File: config.mk
export PLATFORM = sky130hd
export DESIGN_NAME = program_data_space_mapper
export DESIGN_NICKNAME = d
export VERILOG_FILES = /design/src/inc/pdsm_pkg.sv /design/src/inc/read_path_if.sv /design/src/hdl/read_formatter.sv /design/src/hdl/program_data_space_mapper.sv
export VERILOG_INCLUDE_DIRS = /design/src /design/src/inc
export SDC_FILE = /design/constraint.sdc
export NUM_CORES = 1
export LEC_CHECK = 0
export BUFFER_PORTS_ARGS = -buffer_cell sky130_fd_sc_hd__buf_4
export CELL_PAD_IN_SITES_DETAIL_PLACEMENT = 0
export CELL_PAD_IN_SITES_GLOBAL_PLACEMENT = 1
export CORE_AREA = 4 4 175 177
export DETAILED_ROUTE_END_ITERATION = 6
export DIE_AREA = 0 0 179 181
export GPL_TIMING_DRIVEN = 0
export PLACE_DENSITY_LB_ADDON = 0.1
export SLEW_MARGIN = 5
export SYNTH_ARGS = -nofsm -noshare
export SYNTH_HDL_FRONTEND = slang
export SYNTH_HIERARCHICAL = 1
export SYNTH_SLANG_ARGS = --single-unit
File: constraint.sdc
create_clock -name hclk -period 2.37 [get_ports hclk]
set_clock_uncertainty 0.15 [all_clocks]
set_input_delay 0.1185 -clock hclk [delete_from_list [all_inputs] [get_ports hclk]]
set_output_delay 0.1185 -clock hclk [all_outputs]
set_load 0.01 [all_outputs]
File: src/inc/pdsm_consts.svh
// constants for the program/data space mapper
`ifndef PDSM_CONSTS_SVH
`define PDSM_CONSTS_SVH
`define PM_W          24
`define D_W           16
`define EA_W          16
`define PAGE_W        8
`define WORD_ADDR_W   15
`define WIN_BIT       15
`define WIN_LOW_HI    14
`define CFG_SPACE_BIT 7
`define Y_FIRST       16'h0800
`define Y_LAST        16'h0BFF
`define RAM_FIRST     16'h0000
`define RAM_LAST      16'h0BFF
`define ZERO_WORD     16'h0000
`define ZERO_BYTE     8'h00
`define OFS_CTRL      8'h00
`define OFS_WIN_PAGE  8'h04
`define OFS_TBL_PAGE  8'h08
`define OFS_STATUS    8'h0C
`define CTRL_WIN_EN   0
`define RST_PAGE      8'h00
`define RST_WORD      32'h0000_0000
`define BE_LOW        2'h1
`define BE_HIGH       2'h2
`define BE_WORD       2'h3
`define EXTRA_NONE    2'h0
`define EXTRA_ONE     2'h1
`define EXTRA_TWO     2'h2
`endif

File: src/inc/pdsm_pkg.sv
// types shared by the mapper and its read formatter
package pdsm_pkg;
  typedef enum logic [1:0] {
    acc_data,
    acc_window,
    acc_tbl_low,
    acc_tbl_high
  } access_kind_t;
  typedef enum logic [1:0] {
    ic_mac_prefetch,
    ic_move,
    ic_double_move,
    ic_other
  } instr_class_t;
  typedef enum logic [1:0] {
    tbl_read_low,
    tbl_read_high,
    tbl_write_low,
    tbl_write_high
  } tbl_op_t;
endpackage

File: src/inc/read_path_if.sv
// carrier between the mapper and its read formatter
`timescale 1ns/100ps
`include "pdsm_consts.svh"
interface read_path_if;
  import pdsm_pkg::*;
  access_kind_t          kind;
  logic                  is_byte;
  logic                  byte_sel;
  logic                  force_zero;
  logic [`PM_W-1:0]      pm_word;
  logic [`D_W-1:0]       dm_word;
  logic [`D_W-1:0]       result;
  modport mapper (output kind, is_byte, byte_sel, force_zero, pm_word,
                  dm_word, input result);
  modport formatter (input kind, is_byte, byte_sel, force_zero, pm_word,
                     dm_word, output result);
endinterface

File: src/hdl/read_formatter.sv
// shapes the returned word or byte for the x read path
`timescale 1ns/100ps
`include "pdsm_consts.svh"
module read_formatter
  import pdsm_pkg::*;
(
  read_path_if.formatter rp
);
  wire [`D_W-1:0] pm_low;
  wire [`D_W-1:0] pm_high;
  wire [`D_W-1:0] pm_sel;
  wire [`D_W-1:0] src;
  wire [7:0]      byte_pick;

  assign pm_low    = rp.pm_word[`D_W-1:0];
  assign pm_high   = {`ZERO_BYTE, rp.pm_word[`PM_W-1:`D_W]};
  assign pm_sel    = (rp.kind == acc_tbl_high) ? pm_high : pm_low;
  assign src       = (rp.kind == acc_data) ? rp.dm_word : pm_sel;
  assign byte_pick = rp.byte_sel ? src[`D_W-1:8] : src[7:0];
  assign rp.result = rp.force_zero ? `ZERO_WORD :
                     rp.is_byte    ? {`ZERO_BYTE, byte_pick} : src;
endmodule

File: src/hdl/program_data_space_mapper.sv
// maps table, window and x/y data accesses onto program and data memory
`timescale 1ns/100ps
`include "pdsm_consts.svh"
module program_data_space_mapper
  import pdsm_pkg::*;
#(
  parameter logic [`EA_W-1:0] RAM_FIRST = `RAM_FIRST,
  parameter logic [`EA_W-1:0] RAM_LAST  = `RAM_LAST
)(
  input  wire logic                  hclk,
  input  wire logic                  hresetn,
  input  wire logic                  hsel,
  input  wire logic [31:0]           haddr,
  input  wire logic [1:0]            htrans,
  input  wire logic                  hwrite,
  input  wire logic [2:0]            hsize,
  input  wire logic [31:0]           hwdata,
  input  wire logic                  hready,
  output logic      [31:0]           hrdata,
  output wire logic                  hreadyout,
  output wire logic                  hresp,
  input  wire logic                  x_rd_valid,
  input  wire logic [`EA_W-1:0]      x_rd_ea,
  input  wire logic                  x_rd_byte,
  input  wire logic                  x_rd_mac,
  input  wire logic                  y_rd_valid,
  input  wire logic [`EA_W-1:0]      y_rd_ea,
  input  wire logic                  rd_bitrev,
  input  wire logic                  tbl_valid,
  input  wire tbl_op_t               tbl_op,
  input  wire logic                  tbl_byte,
  input  wire logic [`EA_W-1:0]      tbl_ea,
  input  wire logic [`D_W-1:0]       tbl_wdata,
  input  wire logic                  x_wr_valid,
  input  wire logic [`EA_W-1:0]      x_wr_ea,
  input  wire logic                  x_wr_byte,
  input  wire logic [`D_W-1:0]       x_wr_data,
  input  wire instr_class_t          instr_class,
  input  wire logic                  in_repeat,
  input  wire logic                  repeat_first,
  input  wire logic                  repeat_last,
  input  wire logic                  repeat_irq_exit,
  input  wire logic                  repeat_reentry,
  output logic      [`D_W-1:0]       x_rd_data,
  output logic                       x_rd_done,
  output logic      [`D_W-1:0]       y_rd_data,
  output logic                       y_rd_done,
  output logic      [1:0]            extra_cycles,
  output logic                       agu_mode_fault,
  output wire logic                  pm_rd,
  output wire logic [`PM_W-1:0]      pm_addr,
  output wire logic                  pm_cfg_space,
  input  wire logic [`PM_W-1:0]      pm_rdata,
  output wire logic                  dm_x_rd,
  output wire logic [`WORD_ADDR_W-1:0] dm_x_addr,
  input  wire logic [`D_W-1:0]       dm_x_rdata,
  output wire logic                  dm_y_rd,
  output wire logic [`WORD_ADDR_W-1:0] dm_y_addr,
  input  wire logic [`D_W-1:0]       dm_y_rdata,
  output logic                       dm_wr,
  output logic      [`WORD_ADDR_W-1:0] dm_wr_addr,
  output logic      [`D_W-1:0]       dm_wr_data,
  output logic      [1:0]            dm_wr_be,
  output logic                       flash_wr_valid,
  output logic                       flash_wr_high,
  output logic                       flash_wr_byte,
  output logic      [`PM_W-1:0]      flash_wr_addr,
  output logic      [`D_W-1:0]       flash_wr_data
);
  // software-visible control
  logic                 win_en;
  logic [`PAGE_W-1:0]   win_page;
  logic [`PAGE_W-1:0]   tbl_page;
  logic [15:0]          zero_count;
  logic                 last_window;
  // ahb data-phase latch
  logic                 dp_write;
  logic [7:0]           dp_ofs;
  // read pipeline stage
  logic                 s1_x_valid;
  access_kind_t         s1_kind;
  logic                 s1_byte;
  logic                 s1_bsel;
  logic                 s1_zero;
  logic [1:0]           s1_extra;
  logic                 s1_tbl;
  logic                 s1_y_valid;
  logic                 s1_y_zero;

  read_path_if rp ();

  read_formatter read_formatter_inst (
    .rp (rp.formatter)
  );

  // ---------------- ahb-lite slave ----------------
  wire       ahb_take  = hsel & hready & htrans[1];
  wire [7:0] ahb_ofs   = haddr[7:0];
  wire       hit_ctrl  = (ahb_ofs == `OFS_CTRL);
  wire       hit_wpage = (ahb_ofs == `OFS_WIN_PAGE);
  wire       hit_tpage = (ahb_ofs == `OFS_TBL_PAGE);
  wire       hit_stat  = (ahb_ofs == `OFS_STATUS);
  wire       tbl_busy  = tbl_valid | s1_tbl;
  wire [31:0] rd_mux =
    hit_ctrl  ? {31'h0000_0000, win_en} :
    hit_wpage ? {24'h00_0000, win_page} :
    hit_tpage ? {24'h00_0000, tbl_page} :
    hit_stat  ? {zero_count, 14'h0000, last_window, tbl_busy} :
                `RST_WORD;
  wire dp_commit = dp_write & hready;

  // zero-wait slave, every answer is okay
  assign hreadyout = 1'b1;
  assign hresp     = 1'b0;

  always_ff @(posedge hclk or negedge hresetn) begin
    if (!hresetn) begin
      dp_write <= 1'b0;
      dp_ofs   <= `ZERO_BYTE;
      hrdata   <= `RST_WORD;
    end else begin
      if (hready) begin
        dp_write <= ahb_take & hwrite;
        dp_ofs   <= ahb_ofs;
      end
      if (ahb_take && !hwrite) begin
        hrdata <= rd_mux;
      end
    end
  end

  always_ff @(posedge hclk or negedge hresetn) begin
    if (!hresetn) begin
      win_en   <= 1'b0;
      win_page <= `RST_PAGE;
      tbl_page <= `RST_PAGE;
    end else if (dp_commit) begin
      if (dp_ofs == `OFS_CTRL) begin
        win_en <= hwdata[`CTRL_WIN_EN];
      end else if (dp_ofs == `OFS_WIN_PAGE) begin
        win_page <= hwdata[`PAGE_W-1:0];
      end else if (dp_ofs == `OFS_TBL_PAGE) begin
        tbl_page <= hwdata[`PAGE_W-1:0];
      end
    end
  end

  // ---------------- address mapping ----------------
  wire tbl_read  = tbl_valid &
                   ((tbl_op == tbl_read_low) | (tbl_op == tbl_read_high));
  wire tbl_write = tbl_valid & ~tbl_read;
  wire window_on = x_rd_valid & win_en & x_rd_ea[`WIN_BIT] & ~tbl_busy;
  wire x_data_rd = x_rd_valid & ~window_on & ~tbl_valid;

  wire x_in_ram  = (x_rd_ea >= RAM_FIRST) & (x_rd_ea <= RAM_LAST);
  wire x_in_y    = (x_rd_ea >= `Y_FIRST) & (x_rd_ea <= `Y_LAST);
  wire y_in_y    = (y_rd_ea >= `Y_FIRST) & (y_rd_ea <= `Y_LAST);
  wire w_in_ram  = (x_wr_ea >= RAM_FIRST) & (x_wr_ea <= RAM_LAST);
  wire x_bad     = ~x_in_ram | (x_rd_mac & x_in_y);
  wire x_zero    = ~window_on & x_bad;

  wire [`PM_W-1:0] tbl_pm_addr = {tbl_page, tbl_ea};
  wire [`PM_W-1:0] win_pm_addr = {1'b0, win_page,
                                  x_rd_ea[`WIN_LOW_HI:0]};

  assign pm_rd        = tbl_read | window_on;
  assign pm_addr      = tbl_valid ? tbl_pm_addr : win_pm_addr;
  assign pm_cfg_space = tbl_valid & tbl_page[`CFG_SPACE_BIT];
  assign dm_x_rd      = x_data_rd & ~x_bad;
  assign dm_x_addr    = x_rd_ea[`EA_W-1:1];
  assign dm_y_rd      = y_rd_valid & y_in_y;
  assign dm_y_addr    = y_rd_ea[`EA_W-1:1];

  wire light_class = (instr_class == ic_mac_prefetch) |
                     (instr_class == ic_move) |
                     (instr_class == ic_double_move);
  wire [1:0] cost_out = light_class ? `EXTRA_ONE : `EXTRA_TWO;
  wire repeat_edge = repeat_first | repeat_last |
                     repeat_irq_exit | repeat_reentry;
  wire [1:0] cost_in  = repeat_edge ? `EXTRA_TWO : `EXTRA_NONE;
  wire [1:0] next_extra = !window_on ? `EXTRA_NONE :
                          in_repeat  ? cost_in : cost_out;

  wire access_kind_t next_kind =
    tbl_read  ? ((tbl_op == tbl_read_high) ? acc_tbl_high : acc_tbl_low) :
    window_on ? acc_window : acc_data;
  wire next_byte = tbl_read ? tbl_byte : x_rd_byte;
  wire next_bsel = tbl_read ? tbl_ea[0] : x_rd_ea[0];

  // ---------------- read pipeline ----------------
  always_ff @(posedge hclk or negedge hresetn) begin
    if (!hresetn) begin
      s1_x_valid <= 1'b0;
      s1_kind    <= acc_data;
      s1_byte    <= 1'b0;
      s1_bsel    <= 1'b0;
      s1_zero    <= 1'b0;
      s1_extra   <= `EXTRA_NONE;
      s1_tbl     <= 1'b0;
      s1_y_valid <= 1'b0;
      s1_y_zero  <= 1'b0;
    end else begin
      s1_x_valid <= tbl_read | x_rd_valid;
      s1_kind    <= next_kind;
      s1_byte    <= next_byte;
      s1_bsel    <= next_bsel;
      s1_zero    <= ~tbl_read & x_zero;
      s1_extra   <= next_extra;
      s1_tbl     <= tbl_valid;
      s1_y_valid <= y_rd_valid;
      s1_y_zero  <= ~y_in_y;
    end
  end

  assign rp.kind       = s1_kind;
  assign rp.is_byte    = s1_byte;
  assign rp.byte_sel   = s1_bsel;
  assign rp.force_zero = s1_zero;
  assign rp.pm_word    = pm_rdata;
  assign rp.dm_word    = dm_x_rdata;

  wire [`D_W-1:0] next_y_data = s1_y_zero ? `ZERO_WORD : dm_y_rdata;
  wire zero_hit = (s1_x_valid & s1_zero) | (s1_y_valid & s1_y_zero);

  always_ff @(posedge hclk or negedge hresetn) begin
    if (!hresetn) begin
      x_rd_data    <= `ZERO_WORD;
      x_rd_done    <= 1'b0;
      y_rd_data    <= `ZERO_WORD;
      y_rd_done    <= 1'b0;
      extra_cycles <= `EXTRA_NONE;
      zero_count   <= `ZERO_WORD;
      last_window  <= 1'b0;
    end else begin
      x_rd_done    <= s1_x_valid;
      y_rd_done    <= s1_y_valid;
      extra_cycles <= s1_extra;
      if (s1_x_valid) begin
        x_rd_data   <= rp.result;
        last_window <= (s1_kind == acc_window);
      end
      if (s1_y_valid) begin
        y_rd_data <= next_y_data;
      end
      if (zero_hit) begin
        zero_count <= zero_count + 16'h0001;
      end
    end
  end

  // ---------------- writes ----------------
  // single x write bus
  wire w_ok = x_wr_valid & w_in_ram;
  wire [1:0] next_be = !x_wr_byte ? `BE_WORD :
                       x_wr_ea[0] ? `BE_HIGH : `BE_LOW;
  wire [`D_W-1:0] next_wdata = x_wr_byte ? {2{x_wr_data[7:0]}} : x_wr_data;
  wire next_fault = rd_bitrev & (x_rd_valid | y_rd_valid);

  always_ff @(posedge hclk or negedge hresetn) begin
    if (!hresetn) begin
      dm_wr          <= 1'b0;
      dm_wr_addr     <= 15'h0000;
      dm_wr_data     <= `ZERO_WORD;
      dm_wr_be       <= `BE_WORD;
      agu_mode_fault <= 1'b0;
    end else begin
      dm_wr          <= w_ok;
      dm_wr_addr     <= x_wr_ea[`EA_W-1:1];
      dm_wr_data     <= next_wdata;
      dm_wr_be       <= next_be;
      agu_mode_fault <= next_fault;
    end
  end

  always_ff @(posedge hclk or negedge hresetn) begin
    if (!hresetn) begin
      flash_wr_valid <= 1'b0;
      flash_wr_high  <= 1'b0;
      flash_wr_byte  <= 1'b0;
      flash_wr_addr  <= 24'h00_0000;
      flash_wr_data  <= `ZERO_WORD;
    end else begin
      flash_wr_valid <= tbl_write;
      flash_wr_high  <= (tbl_op == tbl_write_high);
      flash_wr_byte  <= tbl_byte;
      flash_wr_addr  <= tbl_pm_addr;
      flash_wr_data  <= tbl_wdata;
    end
  end
endmodule

# Word-level counts from Yosys, hierarchy flattened
# Index checks and enable logic that the tools add are counted.
# classes
n_reduce_logical	10
n_bitwise	46
order_cmp	7
n_mux	23
add_sub_neg	1
n_eq_ne	11
# ops
operator	count
$mux 32	4
$mux 16	6
$le 16x12->1 const B	3
$ge 16x1->1 const B	2
$ge 16x12->1 const B	2
$and 1x1->1	25
$eq 8x4->1 const B	3
$mux 24	1
$add 16x1->16 const B	1
$eq 8x3->1 const B	2
$logic_not 8->1	2
$mux 2	7
$or 1x1->1	12
$not 1->1	9
$mux 8	1
$eq 2x1->1 const B	3
$eq 2x2->1 const B	3
$logic_not 2->1	3
$mux 1	4
$reduce_and 4->1	1
$reduce_and 3->1	1
$reduce_and 2->1	1
$logic_and 1x1->1	1
$logic_not 1->1	1
# word_totals
inputBits	244
elab_cells	130
ff_bits	200
out_inout_bits	206

# Logic depth before layout (Yosys ltp)
# Gate-level depths: netlist (run 1).
# depth
ltp_word	7
ltp_mapped	6
mapped_depth_nobuf	5

# Cells and area by module
# The synthesis (run 1) kept the hierarchy.
# by_module_without_submodules
module	cells_per_inst	seq_area_each_um2	n_inst	area_each_um2
program_data_space_mapper	547	4807.1	1	7303.3
read_formatter	76	0.0	1	598.1

# Least setup slack after synthesis (run 1)
# Ideal clock, no wire load.
# synth_timing
kind	reg2reg
start	register dp_ofs[5]
end	register tbl_page[0]
t_required_ns	2.095
period_less_slack_ns	1.989
path_buffers	0
stages_incl_launch_ff	5
setup_slack_ns	0.381
arrival_time_ns	1.714
setup_ns	0.125
cell_sequence	dfrtp_1 or4_4 nor4_4 nand3b_4 mux2_2
# synth_between
elab_chain_cells	3
elab_cells_between_ends	6
classes_between	2 x eq/ne; 2 x bitwise; 2 x reduce/logical
# synth_rtl
element	line_no	text
from (decl)	program_data_space_mapper.sv:78	logic [7:0] dp_ofs;
from (signal assigned)	program_data_space_mapper.sv:119	dp_ofs <= `ZERO_BYTE;
from (signal assigned)	program_data_space_mapper.sv:124	dp_ofs <= ahb_ofs;
$eq 8x3->1 (no line) / $logic_not 8->1 (equally long branches)	n/a	
$not 1->1 (no line)	n/a	
$reduce_and 4->1 (no line) *	n/a	
to (signal assigned)	program_data_space_mapper.sv:136	tbl_page <= `RST_PAGE;
to (signal assigned)	program_data_space_mapper.sv:143	tbl_page <= hwdata[`PAGE_W-1:0];
to (decl)	program_data_space_mapper.sv:73	logic [`PAGE_W-1:0] tbl_page;
# Mark *: on every way between the ends. The rest lies on a longest branch, timed or not.
# A chain may end at the register's enable or synchronous reset.

# Worst setup path after layout (run 1)
# layout_timing
start	input x_rd_ea[15]
end	register s1_zero (netlist: rp.force_zero)
# layout_between
elab_chain_cells	6
elab_cells_between_ends	13
classes_between	3 x order compare; 10 x bitwise
# layout_rtl
element	line_no	text
from (decl)	program_data_space_mapper.sv:23	input wire logic [`EA_W-1:0] x_rd_ea,
$ge 16x12->1 (no line), or another cell as far along	n/a	
$and 1x1->1 (on tied branches)	program_data_space_mapper.sv:156, program_data_space_mapper.sv:155	
$and 1x1->1 / $not 1->1 (equally long branches)	program_data_space_mapper.sv:159	wire x_bad = ~x_in_ram | (x_rd_mac & x_in_y);
$or 1x1->1	program_data_space_mapper.sv:159	
$and 1x1->1 *	program_data_space_mapper.sv:160	wire x_zero = ~window_on & x_bad;
$and 1x1->1 *	program_data_space_mapper.sv:207	s1_zero <= ~tbl_read & x_zero;
to (signal assigned)	program_data_space_mapper.sv:207	
to (decl)	program_data_space_mapper.sv:84	logic s1_zero;
# Marks and branches as above.

==> qor.csv, run 1 <==
metric,value,unit
outcome,completed,
final_util,0.449,
r2r_slack,0.19,ns
fin_area,13100,um2
synth_area,7900,um2
area_growth,66.3,%
pre_cts_slack,0.0287,ns
cts_tree,done,
timing.hold.ws,0.0212,ns
portBuffers,376,
place_congestion,0.749,
rsz0062_at_grt,no,
endpoint_kind,register,
cellPowerDensity,594,nW/um2
avgSynthCellArea,12.7,um2
vias,6556,
hold-path-endpoint,x_rd_data[1],
start_util,0.270,
netlist_instances,623,
cp_slowest_cell,dlygate4sd3_1,
synth_seq_area_share,0.608,
min_from,pm_rdata[17],
path_clk_slew,0.08,ns
path_max_fanout,3,
ys_warn_count,6,
cts_buffers,17,
grt_usage,0.157,
cp_cell_sequence,dlygate4sd3_1 > buf_4 > nor4_2 > dlygate4sd3_1 > a21oi_1 > dlygate4sd3_1,
totalPowerFinal,7.80,mW
place_area,11300,um2
layout_setup_ws,0.152,ns
dr.pass1.iters,4,
slowest_delay,0.60,ns
path_class,in2reg,
grt_pass1_vias,7174,
async_flop_share,1.00,
finalWirelength,25.8,mm
synth.distinct_cells,46,
core_area,29200,um2
min_period,2.22,ns
arrival,2.36,ns
period_share,0.936,
clock-root-buffer,clkbuf_16,
fmax,451,MHz
dpl.hpwl,19.4,mm
wl_per_cell,16.6,um
drive_gt1_frac,0.473,
r2r.worst_path.cells,4,
cts_sinks,192,
gr-total-overflow,0,
die_area,32400,um2
peakVddDrop,0.419,mV
hold_violations,0,
setup_viol,0,
min_path_type,in2reg,
cp_data_required_time,2.52,ns
grt_first_pass_wirelength,40.1,mm
drv_slew,0,
r2r-end,tbl_page[1],
worstSetupStartpointType,primary input,
p_leak,6.33,nW
cts_setup_buffers,0,
cap_violations,0,
num_io_pins,450,
worstMarginPinSlew,0.687,ns
relSlewSlack,0.542,
grt_max_degree,110,
fin_nets,1397,
die_x,179,um
rows,63,
path_common_cell,dlygate4sd3_1,
htreeDepth,4,
ant_nets,0,
die_h,181,um
clk_latency,0.42,ns
antenna_found_initial,1,
regToRegStartpoint,dp_ofs[5],
cts.path.max_buffers,2,
synth-edff-count,0,
hold_depth,4,
drtIter0Drc,204,
drc,0,
ys.flop_type,dfrtp_1,
synth-seq-cells,192,
viasPerCell,4.21,
[synthesized netlist by cell type (3+ instances only)]
master / instances / area [um2]
dfrtp_1: 190 / 4750
mux2_2: 84 / 946
nand2_1: 65 / 244
buf_4: 45 / 338
o21ai_0: 34 / 170
nand3b_1: 26 / 195
inv_1: 20 / 75.1
mux2i_1: 17 / 170
nor2_1: 17 / 63.8
clkbuf_1: 16 / 60.1
o21a_1: 9 / 67.6
o221ai_1: 8 / 70.1
xnor2_1: 8 / 70.1
o31ai_1: 7 / 52.6
xor2_1: 7 / 61.3
a22oi_1: 6 / 45.0
nand3_1: 5 / 25.0
nor2b_1: 5 / 31.3
nor4_1: 5 / 31.3
a22o_1: 4 / 35.0
nand4_1: 4 / 25.0
a21oi_1: 3 / 15.0
and2_1: 3 / 18.8
and3_1: 3 / 18.8
buf_1: 3 / 11.3
nand2b_1: 3 / 18.8
[registers in the layout, summed over array words and instances (netlist names), 8 cells and up]
register       count
flash_wr_addr     24
y_rd_data         16
dm_wr_data        16
x_rd_data         16
hrdata            24
dp_ofs             8
tbl_page           8
dm_wr_addr        15
flash_wr_data     16
zero_count        16
win_page           8
[critical path, delay by kind of cell]
kind            cells  cell delay [ns]
compound gates      1             0.07
simple gates        1             0.31
buf+inv             4             1.86
[stage by stage]
| step | instances | TNS (ns) |
|---|---|---|
| detailed placement | 1398 | 0 |
| CTS | 1555 | 0 |
| finish | 1556 | 0 |
| global route | 1556 | 0 |
| floorplan | 631 | 0 |
| global placement | 1397 | -77.53 |
[final cells by class]
cell class	instances	area [um2]
clock buffers	18	429
fillers	2812	16100
inverters	20	75.1
multi-input cells	352	2620
diodes	1	2.50
repair buffers	502	4110
clock inverters	14	166
flip-flops and latches	192	4810
plain buffers	67	445
well taps	390	488
[how the worst max path moves through the flow]
stage / start / end / slack [ns]
finish: x_rd_ea[15] / rp.force_zero / 0.15
global route: dp_ofs[5] / tbl_page[0] / 0.05
CTS: x_rd_ea[15] / rp.force_zero / 0.06
detailed placement: s1_x_valid / zero_count[15] / 0.03
global placement: hresetn / dm_wr_addr[6] / -0.44
floorplan: dp_ofs[5] / tbl_page[0] / 0.38
[placed cells by master (no fill, tap or decap), types with 10 or more instances in the layout]
| master | instances |
|---|---|
| o21ai_0 | 34 |
| clkbuf_1 | 17 |
| inv_1 | 20 |
| mux2_2 | 84 |
| nand2_1 | 65 |
| conb_1 | 10 |
| dfrtp_1 | 190 |
| nand3b_1 | 26 |
| nor2_1 | 17 |
| buf_4 | 420 |
| mux2i_1 | 17 |
| dlygate4sd3_1 | 125 |
| clkbuf_16 | 17 |
[cell families (layout without fill, tap and decap cells)]
family	Yosys count	count (layout)	share of synthesized area
AOI/OAI and AO/OA	75	75	0.0618
xor gates and xnor gates	15	15	0.0166
adders and majority gates	1	1	0.00158
buffers and inverters	87	621	0.0659
DFF	192	192	0.608
muxes	101	101	0.141
other	2	11	0.000950
and+or+nand+nor	150	150	0.104
[repair_timing]
| action | 4_1_cts | 5_1_grt |
|---|---|---|
| resized for setup | 1 | 1 |
| endpoints found under the setup margin | 1 | 1 |
| endpoints found under the hold margin | 209 | 0 |
| hold buffers | 125 | 0 |
[routing by layer]
layer | GRT usage | wire [um] | share of wire | vias up
met3 | 0.0640 | 2690 | 0.10 | 19
met2 | 0.252 | 11900 | 0.46 | 258
li1 | - | - | - | 3150
met4 | 0.0372 | 355 | 0.014 | 0
met5 | 0 | 0 | 0 | -
met1 | 0.198 | 10800 | 0.42 | 3129
[where the power goes]
group	internal, mW	switching, mW
clock	1.43	1.49
sequential	3.46	0.140
combinational	0.755	0.539
Note: power is estimated with default switching activity, not from simulation.
==> run 2: changes to the inputs <==
--- a/config.mk
+++ b/config.mk
@@ -9,9 +9,9 @@
 export BUFFER_PORTS_ARGS = -buffer_cell sky130_fd_sc_hd__buf_4
 export CELL_PAD_IN_SITES_DETAIL_PLACEMENT = 0
 export CELL_PAD_IN_SITES_GLOBAL_PLACEMENT = 1
-export CORE_AREA = 4 4 175 177
+export CORE_AREA = 4 4 173 175
 export DETAILED_ROUTE_END_ITERATION = 6
-export DIE_AREA = 0 0 179 181
+export DIE_AREA = 0 0 177 179
 export GPL_TIMING_DRIVEN = 0
 export PLACE_DENSITY_LB_ADDON = 0.1
 export SLEW_MARGIN = 5
@@ -19,3 +19,4 @@
 export SYNTH_HDL_FRONTEND = slang
 export SYNTH_HIERARCHICAL = 1
 export SYNTH_SLANG_ARGS = --single-unit
+export TNS_END_PERCENT = 10
==> constraint.sdc (replaced) <==
create_clock -name hclk -period 1.9 [get_ports hclk]
set_clock_uncertainty 0.15 [all_clocks]
set_input_delay 0.095 -clock hclk [delete_from_list [all_inputs] [get_ports hclk]]
set_output_delay 0.095 -clock hclk [all_outputs]
set_load 0.01 [all_outputs]
==> run 2 against run 1 <==
  * The flow now finishes with violations (setup timing)
  * Combinational power increased by 30%
  * Final cell count rose by 0.77%
  * Power up 27%
  * Routed wire length up 5.7%
  * Register-to-register slack got worse by 0.32 ns
  * Sequential power rose by 25%
  * Via count increased by 1.4%
  * Global-route usage up 1.4 points
  * Clock-buffer cell count is 1 lower
  * Largest cell class unchanged
==> qor.csv, run 2 (synthesized netlist as in run 1, its figures left out) <==
metric,value,unit,change
dr.pass1.iters,6,,was 4
place_congestion,0.743,,was 0.749
layout_setup_ws,-0.129,ns,was 0.152 ns
die_area,31700,um2,was 32400 um2
drive_gt1_frac,0.477,,was 0.473
cts_sinks,192,,unchanged
power_frac_seq,0.453,,was 0.461
endpoint_kind,register,,unchanged
fin_area,13400,um2,was 13100 um2
clock-root-buffer,clkbuf_16,,unchanged
grt_first_pass_wirelength,42.1,mm,was 40.1 mm
p_sw_frac,0.275,,was 0.277
path_clk_slew,0.08,ns,about the same
fin_nets,1414,,was 1397
fill_cells,2630,,was 2812
die_x,177,um,was 179 um
cts_buffers,17,,unchanged
cts.path.max_buffers,2,,unchanged
rsz0062_at_grt,yes,,was no
min_path_type,in2reg,,unchanged
min_period,2.03,ns,
tns,-1.45,ns,was 0 ns
gr-total-overflow,0,,unchanged
p_comb_frac,0.169,,was 0.166
period_share,1.07,,
regToRegStartpoint,dp_ofs[6],,was dp_ofs[5]
cts_tree,done,,unchanged
die_h,179,um,was 181 um
totalPowerFinal,9.94,mW,was 7.80 mW
viasPerCell,4.24,,was 4.21
cp_data_required_time,2.06,ns,was 2.52 ns
num_io_pins,450,,unchanged
start_util,0.278,,was 0.270
drv_slew,0,,unchanged
vias,6646,,was 6556
cap_violations,0,,unchanged
grt_usage,0.171,,was 0.157
ant_nets,0,,unchanged
arrival,2.19,ns,was 2.36 ns
final_common_cell,buf_4,,unchanged
relSlewSlack,0.546,,was 0.542
final_cell_mix,"buf_4 (421), dfrtp_1 (190), dlygate4sd3_1 (141), mux2_2 (83), nand2_1 (64)",,"was buf_4 (420), dfrtp_1 (190), dlygate4sd3_1 (125), mux2_2 (84), nand2_1 (65)"
finalWirelength,27.3,mm,was 25.8 mm
outcome,finished with violations,,was completed
htreeDepth,4,,unchanged
dpl.hpwl,19.9,mm,was 19.4 mm
p_leak,6.44,nW,was 6.33 nW
antenna_found_initial,2,,was 1
failed_checks,setup timing,,
core_area,28500,um2,was 29200 um2
area_growth,69.4,%,was 66.3%
grt_pass1_vias,7337,,was 7174
wl_per_cell,17.4,um,was 16.6 um
grt_max_degree,111,,was 110
internal_power,7.21,mW,was 5.64 mW
path_class,reg2reg,,was in2reg
clkPwrFrac,0.378,,was 0.373
peakVddDrop,0.513,mV,was 0.419 mV
drc,0,,unchanged
drtIter0Drc,262,,was 204
rows,62,,was 63
setup_viol,16,,was 0
place_area,11300,um2,about the same
pre_cts_slack,-0.287,ns,was 0.0287 ns
cellPowerDensity,743,nW/um2,was 594 nW/um2
worstSetupStartpointType,register,,was primary input
hold_violations,0,,unchanged
cp-startpoint,dp_ofs[6],,was x_rd_ea[15]
reg_top3,"flash_wr_addr x24, hrdata x24",,unchanged
clk_latency,0.43,ns,was 0.42 ns
min_from,haddr[4],,was pm_rdata[17]
final_util,0.470,,was 0.449
fmax,493,MHz,
path_max_fanout,8,,was 3
portBuffers,376,,unchanged
worstMarginPinSlew,0.682,ns,was 0.687 ns
p_switching,2.73,mW,was 2.16 mW
[run 2: changes by cell type in the layout (fill, tap and decap cells not counted), moves of 2 or more]
cell           previous run  this run
inv_6                     4         6
clkbuf_1                 17        13
dlygate4sd3_1           125       141
clkbuf_2                  0         3
[run 2: metal layers]
metal,track usage,vias to the layer above,part of all wire
met5,0,-,0
met4,0.0309,0,0.0068
met3,0.0635,9,0.087
li1,-,3184,-
met1,0.217,3202,0.42
met2,0.285,251,0.48
[run 2: path summary, 6_finish.rpt]
| check | slack, ns | end | cells past startpoint |
|---|---|---|---|
| setup / recovery | -0.13 | tbl_page[3] | 5 |
| setup reg to reg | -0.13 | tbl_page[3] | 5 |
| hold reg to reg | 0.20 | extra_cycles[0] | 0 |
| max in group asynchronous | 0.49 | flash_wr_addr[17] | 3 |
| hold / removal | 0.009 | hrdata[19] | 4 |
| min in group asynchronous | 0.09 | y_rd_data[7] | 2 |
[run 2: power by group through the flow]
stage / registers, mW / logic [mW] / clock network (mW)
detailed placement: 4.57 / 1.44 / 0
global placement: 4.57 / 1.42 / 0
finish: 4.51 / 1.68 / 3.75
floorplan: 4.59 / 0.540 / 0
global route: 4.54 / 1.85 / 4.08
CTS: 4.49 / 1.68 / 3.88
[run 2: layout make-up]
class / instances / area, um2 / share of cell area
diodes: 2 / 5.00 / 0.000374
plain buffers: 67 / 450 / 0.0337
clock buffers: 17 / 425 / 0.0318
clock inverters: 15 / 191 / 0.0143
inverters: 20 / 75.1 / 0.00561
multi-input cells: 352 / 2670 / 0.200
flip-flops and latches: 192 / 4810 / 0.359
well taps: 384 / 480 / 0.0359
repair buffers: 519 / 4280 / 0.320
[run 2: per-stage QoR]
stage	instances	hold slack (ns)
floorplan	631	-0.351
global placement	1391	0.0540
detailed placement	1392	0.00319
CTS	1566	0.00202
global route	1568	0.0275
finish	1568	0.00875
[run 2: repair_timing]
item / 4_1_cts / 5_1_grt
hold buffers: 141 / 0
endpoints found under the setup margin: 45 / 37
hold endpoints to repair: 213 / 0
setup buffers: 1 / 0
pin swaps: 1 / 2
resized for setup: 7 / 11
[run 2: critical path, stage by stage (launching register included)]
cell and delay, ns:
dfrtp_1 0.38, or4_4 0.54, nor4_4 0.13, buf_4 0.18, nand3b_4 0.18, mux2_4 0.34
